## src/plth_pkg.sv

```systemverilog
package plth_pkg;
  // ------------------------------------------------------------
  // Control line codes
  // ------------------------------------------------------------
  localparam logic [1:0] CODE_IDLE = 2'h0; // Idle
  localparam logic [1:0] CODE_HOLD = 2'h1; // Hold
  localparam logic [1:0] CODE_TX = 2'h2; // Transmit
  localparam logic [1:0] CODE_GRANT = 2'h3; // Grant, device only

  // ------------------------------------------------------------
  // Speed codes on the data lines
  // ------------------------------------------------------------
  localparam logic [7:0] SPD_S100 = 8'h00; // Lowest speed
  localparam logic [7:0] SPD_S200 = 8'h40; // Middle speed
  localparam logic [7:0] SPD_S400 = 8'h50; // Top speed
  localparam logic [7:0] DATA_ZERO = 8'h00; // Data lines at rest

  // ------------------------------------------------------------
  // Timing figures, rate in MHz, gap in ns, counts in interface clock cycles
  // ------------------------------------------------------------
  localparam int HOLD_MAX = 47; // Longest allowed hold run
  localparam logic [5:0] HOLD_MAX_W = 6'h2f; // Same figure, counter width
  localparam int CLOCK_MHZ = 50; // Interface clock rate
  localparam int CONCAT_GAP_NS = 160; // Packet separation, plain default
  localparam int CONCAT_GAP_CYC_I = (CONCAT_GAP_NS * CLOCK_MHZ + 999) / 1000;
  localparam logic [7:0] CONCAT_GAP_CYC = 8'(CONCAT_GAP_CYC_I); // Cycles of gap

  // ------------------------------------------------------------
  // Handover states, Gray coded in declaration order
  // ------------------------------------------------------------
  typedef enum logic [2:0] {
    ST_OWN = 3'h0, // Device owns lines, drives idle
    ST_GRANT = 3'h1, // Drive grant
    ST_GIDLE = 3'h3, // Drive idle after grant
    ST_PRE = 3'h2, // Link in optional idle or hold
    ST_TX = 3'h6, // Link transmitting data
    ST_END = 3'h7, // Link in closing idle
    ST_REGAIN = 3'h5, // Device drives first idle again
    ST_GAP = 3'h4 // Packet separation before regrant
  } plth_state_t;
endpackage : plth_pkg

```

## src/plth_hold_cnt.sv

```systemverilog
`timescale 1ns/1ps
module plth_hold_cnt (
  input wire logic clock,
  input wire logic nrst,
  input wire logic clear,
  input wire logic count_en,
  output logic over
);
  // ------------------------------------------------------------
  // State
  // ------------------------------------------------------------
  typedef struct packed {
    logic [5:0] cnt; // Hold cycles seen, saturating
    logic over; // Limit passed
  } plth_hc_t;

  plth_hc_t q, d;

  // Next state of the hold counter
  always_comb begin
    d = q;
    if (clear) begin
      d.cnt = 6'h00;
      d.over = 1'b0;
    end else if (count_en) begin
      // Past the limit means violation
      if (q.cnt == plth_pkg::HOLD_MAX_W) begin
        d.over = 1'b1; // RQ19
      end else begin
        d.cnt = q.cnt + 6'h01;
      end
    end
  end

  // Register the state
  always_ff @(posedge clock or negedge nrst) begin
    if (!nrst) begin
      q <= '0;
    end else begin
      q <= d;
    end
  end

  assign over = q.over;

  // Forty-eighth hold flags a violation
  chk_hold_limit: assert property (@(posedge clock) disable iff (!nrst) // RQ19
    (!clear && count_en && q.cnt == plth_pkg::HOLD_MAX_W) |=> over)
    else $error("hold limit not flagged");
endmodule : plth_hold_cnt

```

## src/plth_transmit.sv

```systemverilog
`timescale 1ns/1ps
// Operation
// RQ1 - Idle, hold, transmit codes from link
// RQ2 - Grant one cycle then one idle
// RQ3 - Release lines after idle following grant
// RQ4 - Link may send one idle first
// RQ5 - Link may hold up to 47 cycles
// RQ6 - Transmit code carries packet data
// RQ7 - Hold ends for concat, idle ends packet
// RQ8 - Link drives one more idle, releases
// RQ9 - Device drives idle after sampling idle
// RQ10 - Extra clock on every direction change
// RQ11 - Concat waits separation, then grants again
// RQ12 - Multispeed concat only when enabled
// RQ13 - Next speed code in ending hold
// RQ14 - Never S100 after a faster packet
// RQ15 - At least one idle before next operation
// RQ16 - Cancel: optional idle, up to 47 holds
// RQ17 - Cancel ends with two idles, release
// RQ18 - Cancel without holds prefers three idles
// RQ19 - Overlong hold is a violation, no data
module plth_transmit (
  input wire logic clock,
  input wire logic nrst,
  input wire logic arb_won,
  input wire logic multispeed_concat_enable,
  input wire logic [1:0] control_lines_in,
  input wire logic [7:0] data_in,
  output logic [1:0] control_lines_out,
  output logic control_lines_oe,
  output logic [7:0] data_out,
  output logic data_oe,
  output logic link_owner,
  output logic phy_ready,
  output logic [7:0] tx_data,
  output logic tx_data_valid,
  output logic tx_packet_end,
  output logic concat_pending,
  output logic [7:0] concat_speed,
  output logic concat_speed_valid,
  output logic speed_error,
  output logic hold_violation
);
  // ------------------------------------------------------------
  // State of the handover
  // ------------------------------------------------------------
  typedef struct packed {
    plth_pkg::plth_state_t st; // Handover state
    logic [1:0] code; // Control lines driven
    logic oe; // Device drives the lines
    logic first; // First link cycle after grant
    logic held; // Link has sent hold
    logic bad; // Hold limit broken this grant
    logic concat; // Concatenation requested
    logic [7:0] cur_speed; // Speed of current packet
    logic [7:0] speed; // Next packet speed
    logic speed_vld; // Next speed captured
    logic speed_err; // Slow after fast
    logic [7:0] txd; // Data forwarded to serial side
    logic txv; // Forwarded data valid
    logic tend; // Packet end pulse
    logic [7:0] gap; // Separation countdown
  } plth_tx_t;

  plth_tx_t q, d;
  logic hold_over; // Hold counter past limit
  logic hc_clear; // Restart hold counter
  logic hc_en; // Count one hold cycle

  // Code shorthands
  function automatic logic is_code(input logic [1:0] v, input logic [1:0] c);
    is_code = (v == c);
  endfunction : is_code

  assign hc_clear = (q.st == plth_pkg::ST_GRANT);
  assign hc_en = (q.st == plth_pkg::ST_PRE) && is_code(control_lines_in, plth_pkg::CODE_HOLD);

  // ------------------------------------------------------------
  // Hold length watch
  // ------------------------------------------------------------
  plth_hold_cnt u_hold (
    .clock(clock),
    .nrst(nrst),
    .clear(hc_clear),
    .count_en(hc_en),
    .over(hold_over)
  );

  // ------------------------------------------------------------
  // Next state
  // ------------------------------------------------------------
  always_comb begin
    d = q;
    d.txv = 1'b0;
    d.tend = 1'b0;
    case (q.st)
      // Device owns lines, idle driven
      plth_pkg::ST_OWN: begin
        if (arb_won) begin
          d.st = plth_pkg::ST_GRANT; // RQ15
        end
      end
      // One grant cycle
      plth_pkg::ST_GRANT: begin
        d.st = plth_pkg::ST_GIDLE; // RQ2
        d.first = 1'b1;
        d.held = 1'b0;
        d.bad = 1'b0;
        d.concat = 1'b0;
      end
      // One idle then release
      plth_pkg::ST_GIDLE: begin
        d.st = plth_pkg::ST_PRE; // RQ3
      end
      // Link idle or hold before data
      plth_pkg::ST_PRE: begin
        d.first = 1'b0;
        if (hold_over) begin
          d.bad = 1'b1; // RQ19
        end
        if (is_code(control_lines_in, plth_pkg::CODE_TX)) begin
          d.st = plth_pkg::ST_TX; // RQ1
          d.txd = data_in; // RQ6
          d.txv = !(q.bad || hold_over); // RQ19
        end else if (is_code(control_lines_in, plth_pkg::CODE_HOLD)) begin
          d.held = 1'b1; // RQ5
        end else if (!q.first || q.held) begin
          // Idle after the optional one: cancel
          d.st = plth_pkg::ST_END; // RQ17
        end
      end
      // Link sends packet data
      plth_pkg::ST_TX: begin
        if (is_code(control_lines_in, plth_pkg::CODE_TX)) begin
          d.txd = data_in; // RQ6
          d.txv = !q.bad;
        end else begin
          d.st = plth_pkg::ST_END; // RQ7
          d.tend = 1'b1;
          if (is_code(control_lines_in, plth_pkg::CODE_HOLD)) begin
            d.concat = 1'b1; // RQ7
            if (multispeed_concat_enable) begin
              d.speed = data_in; // RQ13
              d.speed_vld = 1'b1; // RQ12
              d.speed_err = (data_in == plth_pkg::SPD_S100) &&
                            (q.cur_speed != plth_pkg::SPD_S100); // RQ14
            end
          end
        end
      end
      // Link closing idle, then device takes back
      plth_pkg::ST_END: begin
        if (is_code(control_lines_in, plth_pkg::CODE_IDLE)) begin
          d.st = plth_pkg::ST_REGAIN; // RQ9
        end
      end
      // First idle after regaining lines
      plth_pkg::ST_REGAIN: begin
        if (q.concat) begin
          d.st = plth_pkg::ST_GAP; // RQ11
          d.gap = plth_pkg::CONCAT_GAP_CYC - 8'h01;
          if (q.speed_vld) begin
            d.cur_speed = q.speed;
          end
        end else begin
          d.st = plth_pkg::ST_OWN; // RQ15
        end
      end
      // Packet separation, serial bus kept
      plth_pkg::ST_GAP: begin
        if (q.gap == 8'h00) begin
          d.st = plth_pkg::ST_GRANT; // RQ11
          d.speed_vld = 1'b0;
        end else begin
          d.gap = q.gap - 8'h01;
        end
      end
      default: begin
        d.st = plth_pkg::ST_OWN;
      end
    endcase
    // Line drive follows the next state
    case (d.st)
      plth_pkg::ST_GRANT: begin
        d.code = plth_pkg::CODE_GRANT; // RQ2
        d.oe = 1'b1;
      end
      plth_pkg::ST_PRE, plth_pkg::ST_TX, plth_pkg::ST_END: begin
        d.code = plth_pkg::CODE_IDLE; // RQ10
        d.oe = 1'b0;
      end
      default: begin
        d.code = plth_pkg::CODE_IDLE; // RQ15
        d.oe = 1'b1;
      end
    endcase
  end

  // ------------------------------------------------------------
  // Register the state
  // ------------------------------------------------------------
  always_ff @(posedge clock or negedge nrst) begin
    if (!nrst) begin
      q <= '{st: plth_pkg::ST_OWN, code: plth_pkg::CODE_IDLE, oe: 1'b1,
             cur_speed: plth_pkg::SPD_S100, speed: plth_pkg::SPD_S100, default: '0};
    end else begin
      q <= d;
    end
  end

  // ------------------------------------------------------------
  // Outputs
  // ------------------------------------------------------------
  assign control_lines_out = q.code;
  assign control_lines_oe = q.oe;
  assign data_out = plth_pkg::DATA_ZERO;
  assign data_oe = q.oe;
  assign link_owner = !q.oe;
  assign phy_ready = (q.st == plth_pkg::ST_OWN);
  assign tx_data = q.txd;
  assign tx_data_valid = q.txv;
  assign tx_packet_end = q.tend;
  assign concat_pending = q.concat;
  assign concat_speed = q.speed;
  assign concat_speed_valid = q.speed_vld;
  assign speed_error = q.speed_err;
  assign hold_violation = q.bad;

  // ------------------------------------------------------------
  // Checks
  // ------------------------------------------------------------
  chk_grant_then_idle: assert property (@(posedge clock) disable iff (!nrst) // RQ2
    (control_lines_oe && control_lines_out == plth_pkg::CODE_GRANT) |=>
    (control_lines_oe && control_lines_out == plth_pkg::CODE_IDLE))
    else $error("grant not followed by idle");

  chk_grant_release: assert property (@(posedge clock) disable iff (!nrst) // RQ3
    (control_lines_oe && control_lines_out == plth_pkg::CODE_GRANT) |=>
    ##1 (!control_lines_oe && !data_oe))
    else $error("lines not released after grant idle");

  chk_regain_idle: assert property (@(posedge clock) disable iff (!nrst) // RQ9
    (q.st == plth_pkg::ST_END && control_lines_in == plth_pkg::CODE_IDLE) |=>
    (control_lines_oe && control_lines_out == plth_pkg::CODE_IDLE))
    else $error("idle not driven after link idle");

  chk_idle_first: assert property (@(posedge clock) disable iff (!nrst) // RQ15
    $rose(control_lines_oe) |-> (control_lines_out == plth_pkg::CODE_IDLE) ##1
    (control_lines_out == plth_pkg::CODE_IDLE))
    else $error("no idle after regaining lines");

  chk_concat_gap: assert property (@(posedge clock) disable iff (!nrst) // RQ11
    (q.st == plth_pkg::ST_REGAIN && q.concat) |=>
    (control_lines_out == plth_pkg::CODE_IDLE)[*8] ##1 (control_lines_out == plth_pkg::CODE_GRANT))
    else $error("concatenation regrant timing wrong");

  chk_tx_forward: assert property (@(posedge clock) disable iff (!nrst) // RQ6
    (q.st == plth_pkg::ST_TX && control_lines_in == plth_pkg::CODE_TX && !q.bad) |=>
    (tx_data_valid && tx_data == $past(data_in)))
    else $error("packet data not forwarded");

  chk_speed_capture: assert property (@(posedge clock) disable iff (!nrst) // RQ13
    (q.st == plth_pkg::ST_TX && control_lines_in == plth_pkg::CODE_HOLD && multispeed_concat_enable) |=>
    (concat_speed_valid && concat_speed == $past(data_in) && concat_pending))
    else $error("concatenation speed not captured");

  chk_speed_off: assert property (@(posedge clock) disable iff (!nrst) // RQ12
    (q.st == plth_pkg::ST_GRANT) |=> !concat_speed_valid ##1
    (!concat_speed_valid throughout (q.st == plth_pkg::ST_PRE)))
    else $error("stale speed code kept");

  chk_bad_no_data: assert property (@(posedge clock) disable iff (!nrst) // RQ19
    (hold_violation && q.st == plth_pkg::ST_TX) |=> !tx_data_valid)
    else $error("data forwarded after hold violation");
endmodule : plth_transmit

```

## config.mk

```make
export PLATFORM = sky130hd
export DESIGN_NAME = plth_transmit
export DESIGN_NICKNAME = d
export VERILOG_FILES = /design/src/plth_pkg.sv /design/src/plth_hold_cnt.sv /design/src/plth_transmit.sv
export SDC_FILE = /design/constraint.sdc
export NUM_CORES = 1
export LEC_CHECK = 0
export BUFFER_PORTS_ARGS = -buffer_cell sky130_fd_sc_hd__buf_2
export CAP_MARGIN = 40
export CORE_ASPECT_RATIO = 0.7
export CORE_MARGIN = 10
export CORE_UTILIZATION = 59
export CTS_CLUSTER_DIAMETER = 150
export DETAILED_ROUTE_END_ITERATION = 8
export PLACE_DENSITY_LB_ADDON = 0.05
export SYNTH_ARGS = -nofsm -noshare
export SYNTH_HDL_FRONTEND = slang
export SYNTH_HIERARCHICAL = 1
export SYNTH_SLANG_ARGS = --single-unit
```

## constraint.sdc

```tcl
create_clock -name clock -period 3.1 [get_ports clock]
set_input_delay 0.465 -clock clock [delete_from_list [all_inputs] [get_ports clock]]
set_output_delay 0.465 -clock clock [all_outputs]
set_load 0.1 [all_outputs]
```

### After elaboration in Yosys (flattened, before gate mapping)

Cells that the tools add are included.

| storage, ports and cells | value |
|---|---|
| bits in registers | 53 |

| operators by class | value |
|---|---|
| reduce and logical (&&, ||, !) cells | 31 |
| add/subtract/negate cells | 2 |
| mux-type cells | 32 |
| bitwise logic cells | 1 |
| eq/ne operators | 26 |

Operator list:

| cell | number |
|---|---|
| 2-to-1 mux 3 bit | 8 |
| one-hot mux 3 bit (8 select lines) | 1 |
| == test 3 bit, second input constant | 6 |
| 2-to-1 mux 9 bit | 2 |
| inequality test 2 bit, second input constant | 9 |
| one-hot mux 9 bit (2 select lines) | 1 |
| zero test 8 bit | 2 |
| 2-to-1 mux 8 bit | 2 |
| one-hot mux 8 bit (2 select lines) | 1 |
| AND reduction 3 bit | 5 |
| 2-to-1 mux 7 bit | 2 |
| nonzero test 2 bit | 7 |
| one-hot mux 3 bit (2 select lines) | 2 |
| == test 3 x 2 -> 1 bit, second input constant | 3 |
| nonzero test 8 bit | 1 |
| subtractor 8 x 1 -> 8 bit, second input constant | 1 |
| 2-to-1 mux 1 bit | 7 |
| adder 6 x 1 -> 6 bit, second input constant | 1 |
| == test 3 x 1 -> 1 bit, second input constant | 2 |
| == test 6 bit, second input constant | 1 |
| 2-to-1 mux 2 bit | 3 |
| 2-to-1 mux 6 bit | 1 |
| inequality test 2 x 1 -> 1 bit, second input constant | 3 |
| AND reduction 2 bit | 3 |
| other kinds (12) | 18 |

### Depth between registers and ports, before layout

| depth | value |
|---|---|
| word-level depth | 9 |
| depth in mapped cells | 7 |

### Cells and area by module

The synthesis kept the hierarchy.

Modules (own cells, without submodules):

| module | times used | area each (um2) | cells an instance |
|---|---|---|---|
| plth_transmit | 1 | 2208.4 | 202 |
| plth_hold_cnt | 1 | 417.9 | 42 |

### Worst setup path before layout

OpenSTA, ideal clock, no wires.

| path | value |
|---|---|
| path kind | register to output |
| from | register q[44] (netlist name) |
| to | output port phy_ready |
| data required time | 2.635 ns |
| arrival time | 2.696 ns |
| cell stages (with the launch flop) | 3 |
| path slack | -0.061 ns |
| cell sequence | dfrtp_1 -> clkbuf_1 -> nor3_1 |

| between the ends | value |
|---|---|
| cells in the longest elaborated chain, start to end | 1 |

Ends and longest elaborated chain:

| item | RTL line | source |
|---|---|---|
| start: declaration | plth_transmit.sv:65 | `plth_tx_t q, d;` |
| start signal: assignment | plth_transmit.sv:204 | `q <= '{st: plth_pkg::ST_OWN, code: plth_pkg::CODE_IDLE, oe: 1'b1,` |
| zero test 3 bit | plth_transmit.sv:219 | `assign phy_ready = (q.st == plth_pkg::ST_OWN);` |
| end: declaration | plth_transmit.sv:34 | `output logic phy_ready,` |

Every way passes these cells.

### Final worst setup path

| path | value |
|---|---|
| from | register q[44] (netlist name) |
| to | register u_hold/q[6] (netlist name) |

| between the ends | value |
|---|---|
| cells in the longest elaborated chain, start to end | 4 |

Ends and longest elaborated chain:

| item | RTL line | source |
|---|---|---|
| == test 3 x 2 -> 1 bit | plth_transmit.sv:76 | `assign hc_en = (q.st == plth_pkg::ST_PRE) && is_code(control_lines_in, plth_pkg::CODE_HOLD);` |
| logical AND 1 bit | plth_transmit.sv:76 |  |
| net hc_en | plth_transmit.sv:68 | `logic hc_en;` |
| nonzero test 2 bit (no line) | - |  |
| AND reduction 2 bit (no line) | - |  |
| end signal: assignment | plth_hold_cnt.sv:38 | `q <= '0;` |
| end signal: assignment | plth_hold_cnt.sv:40 | `q <= d;` |
| end: declaration | plth_hold_cnt.sv:17 | `plth_hc_t q, d;` |

The timed path passes the listed nets, and every way through them passes these cells.
A chain may end at the register's enable or synchronous reset.

==> results.py <==
metrics = {
    "status": {
        "run_status": "completed",
    },
    "yosys": {
        "synth_async_sr_flop_share": 1.000,
        "yosysSeqAreaShare": 0.4960,
        "yosys_warnings": 6,
        "synthesis.area_per_instance_um2": 10.76,
        "synth_largest_type_area_fraction": 0.4859,
        "synth_area_leaders": "dfrtp_1 49%, mux2_2 10%, buf_4 8.6%",
        "synth_ff_type": "dfrtp_1",
        "synth_seq_cells": 52,
        "syn-cell-area_um2": 2626,
        "synth_area_leader_cell": "dfrtp_1",
        "synth_edf_count": 0,
        "gate_count_of_the_mapped_netlist": 244,
        "synth.lib_cells_used.distinct": 51,
    },
    "place": {
        "instance_area_at_placement_um2": 2709,
        "hpwlAfterDp_mm": 3.844,
        "port_buffers": 41,
        "dp_cells": 316,
        "routabilityCongestion": 0.8522,
    },
    "worst_setup_path": {
        "critical-path-top-delay-family": "simple AND/OR/NAND/NOR gates",
        "critical_path.cell_chain": "nor2b_1 > nand2_1 > nor2_1 > and4_4 > nand3_2 > mux2_4",
        "timing.critical_path.slowest_stage_cell": "dfrtp_1",
        "critical_path_buf_inv_count": 0,
        "worst_setup_path_end_kind": "flip-flop",
        "crit_path_max_fanout": 15,
        "cp_data_arrival_time_ps": 2410,
        "crit_path_max_incr_delay_ps": 630,
        "worstSetupStartpointType": "flip-flop",
        "timing.critical_path.required_ps": 3300,
        "setup.worst_path.class": "flip-flop to flip-flop",
    },
    "layout": {
        "finalNetCount": 284,
        "num-fill-cells": 347,
        "n_antenna_cell": 0,
        "layout_commonest_cell": "dfrtp_1",
        "final_area_um2": 2801,
        "layout-drive-gt1-share": 0.3420,
        "final_core_util": 0.6471,
        "areaGrowthSynthToFinish_pct": 6.670,
        "final_cell_mix": "51 x dfrtp_1, 41 x buf_2, 24 x mux2_2",
        "stdcell_count": 324,
    },
    "floorplanning": {
        "die_x_um": 99.75,
        "floorplan.rows": 20,
        "core_area_um2": 4329,
        "die_y_um": 75.82,
        "die_area_um2": 7563,
        "initial_core_util": 0.6066,
        "floorplan.io_pins": 50,
    },
    "sta": {
        "final.period_utilization": 0.7132,
        "tightest_slew_ps": 852.7,
        "final_max_slew_violation_count": 0,
        "clock-skew-final_ps": 5.176,
        "timing.final.setup_violations": 0,
        "finalCriticalPeriod_ps": 2211,
        "timing.slew.headroom": 0.4294,
        "totalNegativeSetupSlack_ps": 0,
        "timing.final.hold_violations": 0,
        "grt_setup_unrepaired": "no",
        "fmaxAchievable_mhz": 452.3,
    },
    "grt": {
        "grt_pass1_wl_mm": 8.307,
        "number_of_global_route_vias_before_repair": 1679,
        "overflow": 0,
        "track_usage": 0.1389,
        "grt_antenna_before_repair": 0,
        "grt_max_degree": 36,
    },
    "drt": {
        "drtAntennaViolNets": 0,
        "wl_per_cell_um": 16.08,
        "vias_per_cell": 5.537,
        "drt-total-wl_mm": 5.209,
        "detailroute.via_count": 1794,
        "drc_errors": 0,
        "dr.pass1.iters": 4,
        "drt-initial-drc-count": 100,
    },
    "cts": {
        "ctsLongestPathBuffers": 2,
        "cts.repair_timing.setup_buffer_count": 0,
        "clkSlewWorstSetupHoldPaths_ps": 90,
        "tritoncts": "yes",
        "cts_buffer_count": 5,
        "h-tree-depth": 2,
        "post_cts.resized_instances": 0,
        "clkLatencyLatePin_ps": 310,
        "ctsHoldBuffers": 0,
        "cts-root-buf": "clkbuf_8",
        "clock-sinks": 52,
    },
    "min_path": {
        "timing.hold.worst.class": "primary input to asynchronous set/reset pin",
    },
    "run": {
        "number_of_maximum_capacitance_violations": 0,
    },
}
-- layout make-up --
type / instances / area, um2 / area share
clock inverters: 2 / 10.01 / 0.003573
flip-flops and latches: 52 / 1303 / 0.4649
repair buffers: 45 / 235.2 / 0.08397
multi-input cells: 154 / 1065 / 0.3801
inverters: 10 / 37.54 / 0.01340
well taps: 55 / 68.82 / 0.02456
clock buffers: 6 / 82.58 / 0.02948
-- cell usage after synthesis (2+ instances only) --
library cell / count
nor2b_1: 8
a211oi_1: 3
nor3_1: 7
buf_4: 30
o22ai_1: 2
clkbuf_1: 3
o21ai_0: 10
ha_1: 2
mux2_2: 24
nor2_1: 15
mux2i_1: 2
inv_1: 10
or3_1: 2
nor3b_1: 3
o211ai_1: 2
nand2_1: 12
nor4_1: 7
a21oi_1: 10
nand4_1: 3
nand3_1: 4
nand4b_1: 2
dfrtp_1: 51
a31oi_1: 4
-- stage by stage --
step / hold slack [ps] / worst slack (ps)
2_1_floorplan: 169.4 / 783.5
3_3_place_gp: 416.5 / 984.5
3_5_place_dp: 418.1 / 932.9
4_1_cts: 79.52 / 913.7
5_1_grt: 86.67 / 742.8
6_report: 67.36 / 889.0
-- worst paths after layout --
path	from	to	slack (ps)	cells after the start
max in group asynchronous	nrst	q[39]	2250	2
max reg2reg	q[44]	u_hold/q[6]	890	6
min	nrst	q[3]	70	1
max	q[44]	u_hold/q[6]	890	6
min in group clock	data_in[7]	concat_speed[7]	420	2
min reg2reg	hold_violation	tx_data_valid	500	1
-- metal layers --
| layer | up-vias | GRT usage | routed length [um] |
|---|---|---|---|
| met4 | 0 | 0.05547 | 70 |
| li1 | 879 | - | - |
| met1 | 864 | 0.1958 | 2687 |
| met3 | 7 | 0.04167 | 294 |
| met5 | - | 0 | 0 |
| met2 | 44 | 0.1933 | 2157 |
-- state kept, by name (all words and copies together) (netlist names) --
| register | count |
|---|---|
| tx_packet_end | 1 |
| tx_data_valid | 1 |
| control_lines_oe | 1 |
| concat_speed_valid | 1 |
| u_hold/over | 1 |
| concat_pending | 1 |
| speed_error | 1 |
| q | 21 |
| hold_violation | 1 |
| u_hold/q | 6 |
| control_lines_out | 1 |
| concat_speed | 8 |
| tx_data | 8 |
-- cells by family (layout without fill, tap and decap cells) --
| logic type | Yosys count | after routing | share of synthesized area |
|---|---|---|---|
| buffers and inverters | 45 | 63 | 0.1105 |
| AO/OA/AOI/OAI | 37 | 37 | 0.08671 |
| AND/OR/NAND/NOR | 78 | 78 | 0.1720 |
| other | 1 | 8 | 0.001428 |
| XOR/XNOR | 1 | 1 | 0.003336 |
| flip-flops | 52 | 52 | 0.4960 |
| adder cells (fa/ha/maj) | 2 | 2 | 0.009527 |
| multiplexers | 28 | 28 | 0.1205 |
Power is not shown: default switching activity piles up to over one toggle a cycle in this logic, so the estimate is an artifact.
